## src/verilog/comp_regs_defines.svh

```systemverilog
`ifndef COMP_REGS_DEFINES_SVH
`define COMP_REGS_DEFINES_SVH
`define OFS_INT_ENABLE     12'h300
`define OFS_INT_SET        12'h304
`define OFS_INT_DISABLE    12'h308
`define OFS_RESULT         12'h400
`define OFS_ENABLE         12'h500
`define OFS_INPUT_SEL      12'h504
`define OFS_REF_SEL        12'h508
`define OFS_EXTREF_SEL     12'h50c
`define OFS_EVT_STATUS     12'h600
`define OFS_EVT_MASK       12'h604
`define OFS_TASKS          12'h608
`define RST_REF_SEL        3'h4
`define ENABLE_ON          2'h2
`define INPUT_HALF_SUPPLY  3'h7
`define REF_EXTERNAL       3'h5
`define NUM_EVENTS         4
`endif

```

## src/verilog/comp_regs_pkg.sv

```systemverilog
package comp_regs_pkg;
  typedef enum logic [1:0] {
    cmp_off,
    cmp_ready
  } cmp_state_t;
  typedef struct packed {
    cmp_state_t  state;
    logic [3:0]  int_en;
    logic [3:0]  evt_status;
    logic [3:0]  evt_mask;
    logic        result;
    logic [1:0]  enable;
    logic [2:0]  input_sel;
    logic [2:0]  ref_sel;
    logic [2:0]  extref_sel;
    logic        last_level;
    logic [31:0] rdata;
    logic        irq;
    logic        comp_on;
  } regs_state_t;
endpackage

```

## src/verilog/comp_regs.sv

```systemverilog
`timescale 1ns/1ps
`include "comp_regs_defines.svh"
module comp_regs
  import comp_regs_pkg::*;
(
  input  wire logic        ref_clk,     // 50 MHz clock
  input  wire logic        sys_rst,     // sync reset, active high
  input  wire logic [11:0] addr,        // byte address
  input  wire logic [31:0] wdata,       // write data
  input  wire logic        wr,          // write strobe
  input  wire logic        rd,          // read strobe
  input  wire logic        comp_level,  // analog core output, high when positive above negative
  input  wire logic        sample_task, // sample task pulse
  output logic [31:0]      rdata,       // read data, cycle after rd
  output logic             irq,         // level interrupt
  output logic             comp_on,     // analog core enable
  output logic [2:0]       input_sel,   // positive input channel, 7 half supply
  output logic [2:0]       ref_sel,     // single-ended reference source
  output logic [2:0]       extref_sel   // external reference channel
);
  regs_state_t cur;
  regs_state_t next_cur;
  logic [3:0]  evt;
  logic [3:0]  hw_evt;
  logic        running;

  assign running = cur.state == cmp_ready;

  event_detect u_evt (
    .running (running),
    .prev    (cur.last_level),
    .level   (comp_level),
    .evt     (evt)
  );

  // ready event fires the cycle the comparator turns on
  always_comb begin
    hw_evt    = evt;
    hw_evt[0] = cur.state == cmp_off && cur.enable == `ENABLE_ON;
  end

  // next state: bus decode, capture and sticky events
  always_comb begin
    next_cur = cur;
    next_cur.last_level = comp_level;
    case (cur.state)
      cmp_off: begin
        if (cur.enable == `ENABLE_ON) begin
          next_cur.state = cmp_ready;
        end
      end
      cmp_ready: begin
        if (cur.enable != `ENABLE_ON) begin
          next_cur.state = cmp_off;
        end
      end
      default: begin
        next_cur.state = cmp_off;
      end
    endcase
    // sample only counts while running, result held otherwise
    if (sample_task && running) begin
      next_cur.result = comp_level;
    end
    if (wr) begin
      case (addr)
        `OFS_INT_ENABLE:  next_cur.int_en = wdata[3:0];
        `OFS_INT_SET:     next_cur.int_en = cur.int_en | wdata[3:0];
        `OFS_INT_DISABLE: next_cur.int_en = cur.int_en & ~wdata[3:0];
        `OFS_ENABLE:      next_cur.enable = wdata[1:0];
        `OFS_INPUT_SEL:   next_cur.input_sel = wdata[2:0];
        `OFS_REF_SEL:     next_cur.ref_sel = wdata[2:0];
        `OFS_EXTREF_SEL:  next_cur.extref_sel = wdata[2:0];
        `OFS_EVT_STATUS:  next_cur.evt_status = cur.evt_status & ~wdata[3:0];
        `OFS_EVT_MASK:    next_cur.evt_mask = wdata[3:0];
        default: begin
        end
      endcase
    end
    // set wins over a same-cycle write-one clear
    next_cur.evt_status = next_cur.evt_status | hw_evt;
    next_cur.rdata = 32'h0000_0000;
    if (rd) begin
      case (addr)
        `OFS_INT_ENABLE,
        `OFS_INT_SET,
        `OFS_INT_DISABLE: next_cur.rdata = {28'h000_0000, cur.int_en};
        `OFS_RESULT:      next_cur.rdata = {31'h0000_0000, cur.result};
        `OFS_ENABLE:      next_cur.rdata = {30'h0000_0000, cur.enable};
        `OFS_INPUT_SEL:   next_cur.rdata = {29'h0000_0000, cur.input_sel};
        `OFS_REF_SEL:     next_cur.rdata = {29'h0000_0000, cur.ref_sel};
        `OFS_EXTREF_SEL:  next_cur.rdata = {29'h0000_0000, cur.extref_sel};
        `OFS_EVT_STATUS:  next_cur.rdata = {28'h000_0000, cur.evt_status};
        `OFS_EVT_MASK:    next_cur.rdata = {28'h000_0000, cur.evt_mask};
        default:          next_cur.rdata = 32'h0000_0000;
      endcase
    end
    // interrupt needs both the event mask and the event's enable
    next_cur.irq = |(next_cur.evt_status & next_cur.evt_mask & next_cur.int_en);
    next_cur.comp_on = next_cur.enable == `ENABLE_ON;
  end

  // single state register
  always_ff @(posedge ref_clk) begin
    if (sys_rst) begin
      cur            <= '0;
      cur.state      <= cmp_off;
      cur.ref_sel    <= `RST_REF_SEL;
    end else begin
      cur <= next_cur;
    end
  end

  assign rdata      = cur.rdata;
  assign irq        = cur.irq;
  assign comp_on    = cur.comp_on;
  assign input_sel  = cur.input_sel;
  assign ref_sel    = cur.ref_sel;
  assign extref_sel = cur.extref_sel;

  // disable bit write clears only the ones written
  disable_clear_a: assert property (@(posedge ref_clk) disable iff (sys_rst)
    wr && addr == `OFS_INT_DISABLE |=> cur.int_en == ($past(cur.int_en) & ~$past(wdata[3:0])))
    else $error("disable write wrong");
  threshold_crossing_event_clear_a: assert property (@(posedge ref_clk) disable iff (sys_rst)
    wr && addr == `OFS_INT_DISABLE && wdata[3] |=> !cur.int_en[3])
    else $error("threshold_crossing_event enable not cleared");
  disable_read_a: assert property (@(posedge ref_clk) disable iff (sys_rst)
    rd && addr == `OFS_INT_DISABLE |=> rdata == {28'h000_0000, $past(cur.int_en)})
    else $error("disable readback wrong");
  result_hold_a: assert property (@(posedge ref_clk) disable iff (sys_rst)
    !(sample_task && running) |=> $stable(cur.result))
    else $error("result changed without sample");
  result_value_a: assert property (@(posedge ref_clk) disable iff (sys_rst)
    sample_task && running |=> cur.result == $past(comp_level))
    else $error("result not captured");
  enable_on_a: assert property (@(posedge ref_clk) disable iff (sys_rst)
    wr && addr == `OFS_ENABLE |=> comp_on == ($past(wdata[1:0]) == `ENABLE_ON))
    else $error("comp_on wrong");
  input_sel_a: assert property (@(posedge ref_clk) disable iff (sys_rst)
    wr && addr == `OFS_INPUT_SEL |=> input_sel == $past(wdata[2:0]))
    else $error("input select not stored");
  ref_sel_a: assert property (@(posedge ref_clk)
    sys_rst |=> ref_sel == `RST_REF_SEL)
    else $error("reference reset wrong");
  extref_sel_a: assert property (@(posedge ref_clk) disable iff (sys_rst)
    wr && addr == `OFS_EXTREF_SEL |=> extref_sel == $past(wdata[2:0]))
    else $error("extref select not stored");
  enable_reset_a: assert property (@(posedge ref_clk)
    sys_rst |=> cur.int_en == 4'h0 && !irq)
    else $error("enables not reset");
endmodule // comp_regs

```

## src/verilog/event_detect.sv

```systemverilog
`timescale 1ns/1ps
`include "comp_regs_defines.svh"
module event_detect
  import comp_regs_pkg::*;
(
  input  wire logic       running,   // comparator enabled and ready
  input  wire logic       prev,      // level seen last cycle
  input  wire logic       level,     // live comparator output
  output logic [3:0]      evt        // bit0 ready (held 0 here, set in comp_regs), 1 down, 2 up, 3 threshold_crossing_event
);
  // edges only count while running so stale levels after enable raise nothing
  always_comb begin
    evt[0] = 1'b0;
    evt[1] = running & prev & ~level;
    evt[2] = running & ~prev & level;
    evt[3] = running & (prev ^ level);
  end
endmodule // event_detect
```

## config.mk

```make
export PLATFORM = sky130hd
export DESIGN_NAME = comp_regs
export DESIGN_NICKNAME = d
export VERILOG_FILES = /design/src/verilog/comp_regs_pkg.sv /design/src/verilog/comp_regs.sv /design/src/verilog/event_detect.sv
export VERILOG_INCLUDE_DIRS = /design/src /design/src/verilog
export SDC_FILE = /design/constraint.sdc
export NUM_CORES = 1
export LEC_CHECK = 0
export ABC_AREA = 1
export BUFFER_PORTS_ARGS = -buffer_cell sky130_fd_sc_hd__buf_2
export CAP_MARGIN = 25
export CORE_MARGIN = 2
export CORE_UTILIZATION = 48
export CTS_BUF_LIST = sky130_fd_sc_hd__clkbuf_8 sky130_fd_sc_hd__clkbuf_16
export DETAILED_ROUTE_END_ITERATION = 7
export PLACE_DENSITY = 0.88
export SYNTH_ARGS = -nofsm -noshare
export SYNTH_HDL_FRONTEND = slang
export SYNTH_SLANG_ARGS = --single-unit
```

## constraint.sdc

```tcl
create_clock -name ref_clk -period 1.9 [get_ports ref_clk]
set_clock_uncertainty 0.15 [all_clocks]
set_input_delay 0.38 -clock ref_clk [delete_from_list [all_inputs] [get_ports ref_clk]]
set_output_delay 0.38 -clock ref_clk [all_outputs]
set_load 0.01 [all_outputs]
```

# Yosys cells after proc, flatten, opt, wreduce, memory -nomap -nowiden
# Cells that the tools add are included.
# Widths: inputs -> output; s select.
[op_classes] n_eq_ne=16 muxes=13 bitwise_logic=16 reduce_logical=10
[ops] op="$eq 12x11->1 const B" count=7
[ops] op="$eq 12x10->1 const B" count=3
[ops] op="$pmux 4 s8" count=1
[ops] op="$and 4x4->4" count=4
[ops] op="$mux 12" count=1
[ops] op="$pmux 4 s3" count=1
[ops] op="$mux 11" count=1
[ops] op="$mux 3" count=3
[ops] op="$mux 4" count=2
[ops] op="$or 4x4->4" count=2
[ops] op="$reduce_and 2->1" count=4
[ops] op="$mux 2" count=3
[ops] op="$and 1x1->1" count=5
[ops] op="$eq 2x2->1 const B" count=2
[ops] op="$ne 2x1->1 const B" count=2
[ops] op="$not 4->4" count=1
[ops] op="$pmux 2 s2" count=1
[ops] op="$reduce_or 4->1" count=1
[ops] op="$not 1->1" count=3
[ops] op="$reduce_or 3->1" count=1
[ops] op="$eq 2x1->1 const B" count=1
[ops] op="$logic_and 1x1->1" count=2
[ops] op="$logic_not 2->1" count=1
[ops] op="$ne 2x2->1 const B" count=1
[ops] op="other kinds (2)" count=2
[word_totals] register_bits=61 inputBits=50 out_inout_bits=43 elab_cells=68

# Depth between registers and ports, before layout
[depth] word_depth=8 depth_mapped=13 depth_no_buf=13

# Cells and area by module
# From an unflattened synthesis, not the netlist that was laid out.
[unflattened] cells_unflattened=317 area_unflattened_um2=2140.8
[by_module_without_submodules] mod="comp_regs" instances=1 cells_per_inst=308 area_per_inst_um2=2100.8 seq_area_each_um2=640.6
[by_module_without_submodules] mod="event_detect" instances=1 cells_per_inst=9 area_per_inst_um2=40.0 seq_area_each_um2=0.0

# Least setup slack after synthesis
# No wires, ideal clock.
[synth_path] path_type="input-to-reg" start="input addr[7]" end="register cur, in the netlist irq" setup_ns=0.128 t_arrival_ns=1.376 t_required_ns=1.622 setup_slack_ns=0.246 stages=13 path_buffers=1 path_cell_list="nor2_1 nand2_2 nor2_4 buf_4 nand3b_1 nand2_1 nand2_1 nand2_1 inv_1 nand3_1 nand2_1 nor2_1 nor2_1"
[synth_via] elab_chain_len=7 word_cells_on_any_way=13 cone_classes="5 x eq/ne; 4 x mux; 3 x bitwise; 1 x reduce/logical"
[synth_lines] item="start: declaration" line_no="comp_regs.sv:8" rtl="input wire logic [11:0] addr,"
[synth_lines] item="$eq 12x11->1" line_no="comp_regs.sv:66" rtl="case (addr)"
[synth_lines] item="$mux 4" line_no="comp_regs.sv:66"
[synth_lines] item="$mux 12 *" line_no="comp_regs.sv:65" rtl="if (wr) begin"
[synth_lines] item="$or 4x4->4" line_no="comp_regs.sv:81" rtl="next_cur.evt_status = next_cur.evt_status | hw_evt;"
[synth_lines] item="$and 4x4->4" line_no="comp_regs.sv:99" rtl="next_cur.irq = |(next_cur.evt_status & next_cur.evt_mask & next_cur.int_en);"
[synth_lines] item="$and 4x4->4 *" line_no="comp_regs.sv:99"
[synth_lines] item="$reduce_or 4->1 *" line_no="comp_regs.sv:99"
[synth_lines] item="end signal: assignment" line_no="comp_regs.sv:110" rtl="cur <= next_cur;"
[synth_lines] item="end: declaration" line_no="comp_regs.sv:21" rtl="regs_state_t cur;"
# Mark *: on every way between the ends. The rest lies on a longest branch, timed or not.
# A chain may end at the register's enable or synchronous reset.

# Worst setup path after layout
# Ends and elaborated chain as after synthesis.

==> results.py <==
metrics = {
    "finish": {
        "layout.cells.non_filler": 417,
        "regArea_um2": 641,
        "layout.nets": 415,
        "area_growth_pct": 12.2,
        "drive_gt1_share_pct": 21.6,
        "multiInputGateArea_um2": 1110,
        "nFillCells": 420,
        "final_cell_area_um2": 2410,
        "final_util_pct": 55.6,
        "insertedDiodeCount": 0,
    },
    "synthesis": {
        "ys.flop_type": "dfxtp_1",
        "ys_ff_latch": 32,
        "synthTopCellsByArea": "dfxtp_1 (30%), buf_4 (15%), nand2_1 (12%)",
        "synthArstFlopShare_pct": 0,
        "synth_edf_count": 0,
        "syn_inst": 321,
        "yosysWarningCount": 0,
        "yosysMostFrequentCell": "nand2_1",
        "syn_area_um2": 2140,
        "yosys.area.top_type_share_pct": 29.9,
        "synth_top_area_cell": "dfxtp_1",
        "synth_commonest_cells": "nand2_1 (71), buf_4 (43), nor2_1 (36)",
        "ys_seq_area_share_pct": 29.9,
        "syn_avg_cell_area_um2": 6.68,
        "yosysUniqueCellTypes": 32,
    },
    "cts": {
        "clkTransAtPathRegs_ns": 0.06,
        "cts.sinks": 32,
        "cts_post_setup_buffers_inserted": 0,
        "cts_tree": "done",
        "cts_resized": 0,
        "h-tree-depth": 2,
        "clock_path_buffers": 2,
        "clock_latency_ns": 0.29,
        "cts_buffers": 5,
        "cts_root_buf": "clkbuf_8",
        "postCtsHoldBufs": 0,
    },
    "critical_path": {
        "crit_buf_inv": 1,
        "rr_startpoint": "cur[59]$_SDFFE_PP0P_",
        "arrival_ns": 1.79,
        "critPathKind": "input pin to flop",
        "path_cells": "buf_2 -> nor2_1 -> nand2_2 -> nor2_4 -> nand2_1 -> nand3_2 -> nand2_2 -> nand2_1 -> nand3_1 -> nand2_1 -> nor2_1 -> nor2_1",
        "cp_top_family": "simple AND/OR/NAND/NOR gates",
        "slowest_stage": "nor2_4",
        "cp_max_fo": 5,
        "r2r_slack_ns": 0.32,
        "required_ns": 1.97,
        "startpoint_type": "input pin",
        "max_stage_delay_ns": 0.23,
        "worstSetupEndpointType": "flop",
        "r2r_end": "irq$_SDFF_PP0_",
        "ff2ff_path_depth": 10,
    },
    "timing": {
        "max_freq_ghz": 0.582,
        "fin_setup_tns_ns": 0,
        "final-setup-viol-count": 0,
        "finalHoldViolCount": 0,
        "whs_ns": 0.154,
        "drv_slew": 0,
        "post-route-period-util_pct": 90.4,
        "setup_slack_ns": 0.182,
        "rsz0062_at_grt": "no",
        "period_minus_slack_ns": 1.72,
    },
    "global_routing": {
        "grt_start_max_net_pins": 24,
        "grt_pass1_wl_um": 8620,
        "grt_remaining_overflow": 0,
        "grt_use_total_pct": 21.3,
        "grt_pass1_vias": 2022,
        "antenna_found_initial": 0,
    },
    "die": {
        "start_util_pct": 49.6,
        "die-width_um": 70.8,
        "die_h_um": 70.8,
        "core.rowCount": 24,
        "io_pins": 93,
        "core-area_um2": 4320,
        "die_area_um2": 5020,
    },
    "power_and_ir_drop": {
        "leakagePower_nw": 1.23,
        "finalPower_mw": 1.41,
        "ir_drop_mv": 0.265,
        "power_density_nw_per_um2": 587,
    },
    "place": {
        "dp_cells": 409,
        "numPortBuffers": 36,
        "placedInstanceArea_um2": 2320,
        "dp_hpwl_um": 3890,
        "place.gp.congestion": 0.910,
        "post-place-ws_ns": -0.0762,
    },
    "hold_path": {
        "holdPathStages": 2,
        "hp-start": "sample_task",
        "hold_path.class": "input pin to flop",
        "min_to": "cur[46]$_SDFFE_PP0P_",
    },
    "drt": {
        "vias": 2178,
        "drt_iter0_drc": 200,
        "route.detailed.drc": 0,
        "final_antenna_net_count": 0,
        "viasPerCell": 5.22,
        "wirelength_um": 5170,
        "dr.pass1.iters": 6,
        "wire_per_inst_um": 12.4,
    },
    "outcome": {
        "status": "completed",
    },
    "run": {
        "cap_violations": 0,
    },
}
cells in the final DEF, fill, tap and decap left out, drive strengths merged:
cell type	n
conb	28
o211ai	1
nand4	5
o21ai	9
nor4	1
buf	57
a211oi	3
nor2	44
a21oi	18
nand3	35
o2111ai	1
clkbuf	6
nand2	73
nor3	5
a311oi	1
nand3b	2
dfxtp	32
xor2	1
and3	1
inv	38
ha	1
o221ai	1
o22ai	2
how the worst max path moves through the flow:
stage	start	end	slack (ns)	depth (start not counted)
after global routing	addr[7]	irq$_SDFF_PP0_	0.01	12
final	addr[7]	irq$_SDFF_PP0_	0.18	12
after CTS	addr[7]	irq$_SDFF_PP0_	0.19	12
after global placement	addr[7]	irq$_SDFF_PP0_	-0.03	12
after detailed placement	addr[7]	irq$_SDFF_PP0_	-0.08	12
after floorplan	addr[7]	irq$_SDFF_PP0_	0.25	13
state kept, by name, summed over array words and instances (netlist names):
signal	count
cur	17
rdata	4
extref_sel	3
input_sel	3
ref_sel	3
comp_on	1
irq	1
logic make-up after synthesis:
group           after synthesis  share of synthesized area, %
compound gates               36                          10.3
buf+inv                      84                          23.0
xor+xnor                      1                         0.408
other cells                   1                         0.175
simple gates                166                          35.6
fa+ha+maj                     1                         0.583
flops                        32                          29.9
final cells by class:
type	instances	share of cell area (%)
tap	52	2.70
multi-input combinational	232	46.2
clock inverter	2	0.312
clock buffer	6	3.43
timing repair buffer	57	15.1
inverter	36	5.62
sequential	32	26.6
worst reg2reg max path: cells and delay by family (launching register included):
kind                   cells  cell delay, ns
buffers and inverters      3            0.24
DFF                        1            0.40
and+or+nand+nor            7            0.71
where the power goes:
group          total [mW]  switching [mW]  internal, mW
combinational       0.174           0.118        0.0562
clock               0.537           0.253         0.285
sequential          0.702          0.0145         0.687
routing by layer:
| metal | track usage [%] | routed length, µm | vias to the layer above |
|---|---|---|---|
| met1 | 25.2 | 2000 | 957 |
| met2 | 35.7 | 2530 | 142 |
| li1 | - | - | 1047 |
| met5 | 0 | 0 | - |
| met4 | 11.5 | 216 | 0 |
| met3 | 4.70 | 423 | 32 |
No activity file was read; power rests on OpenSTA's default activity.
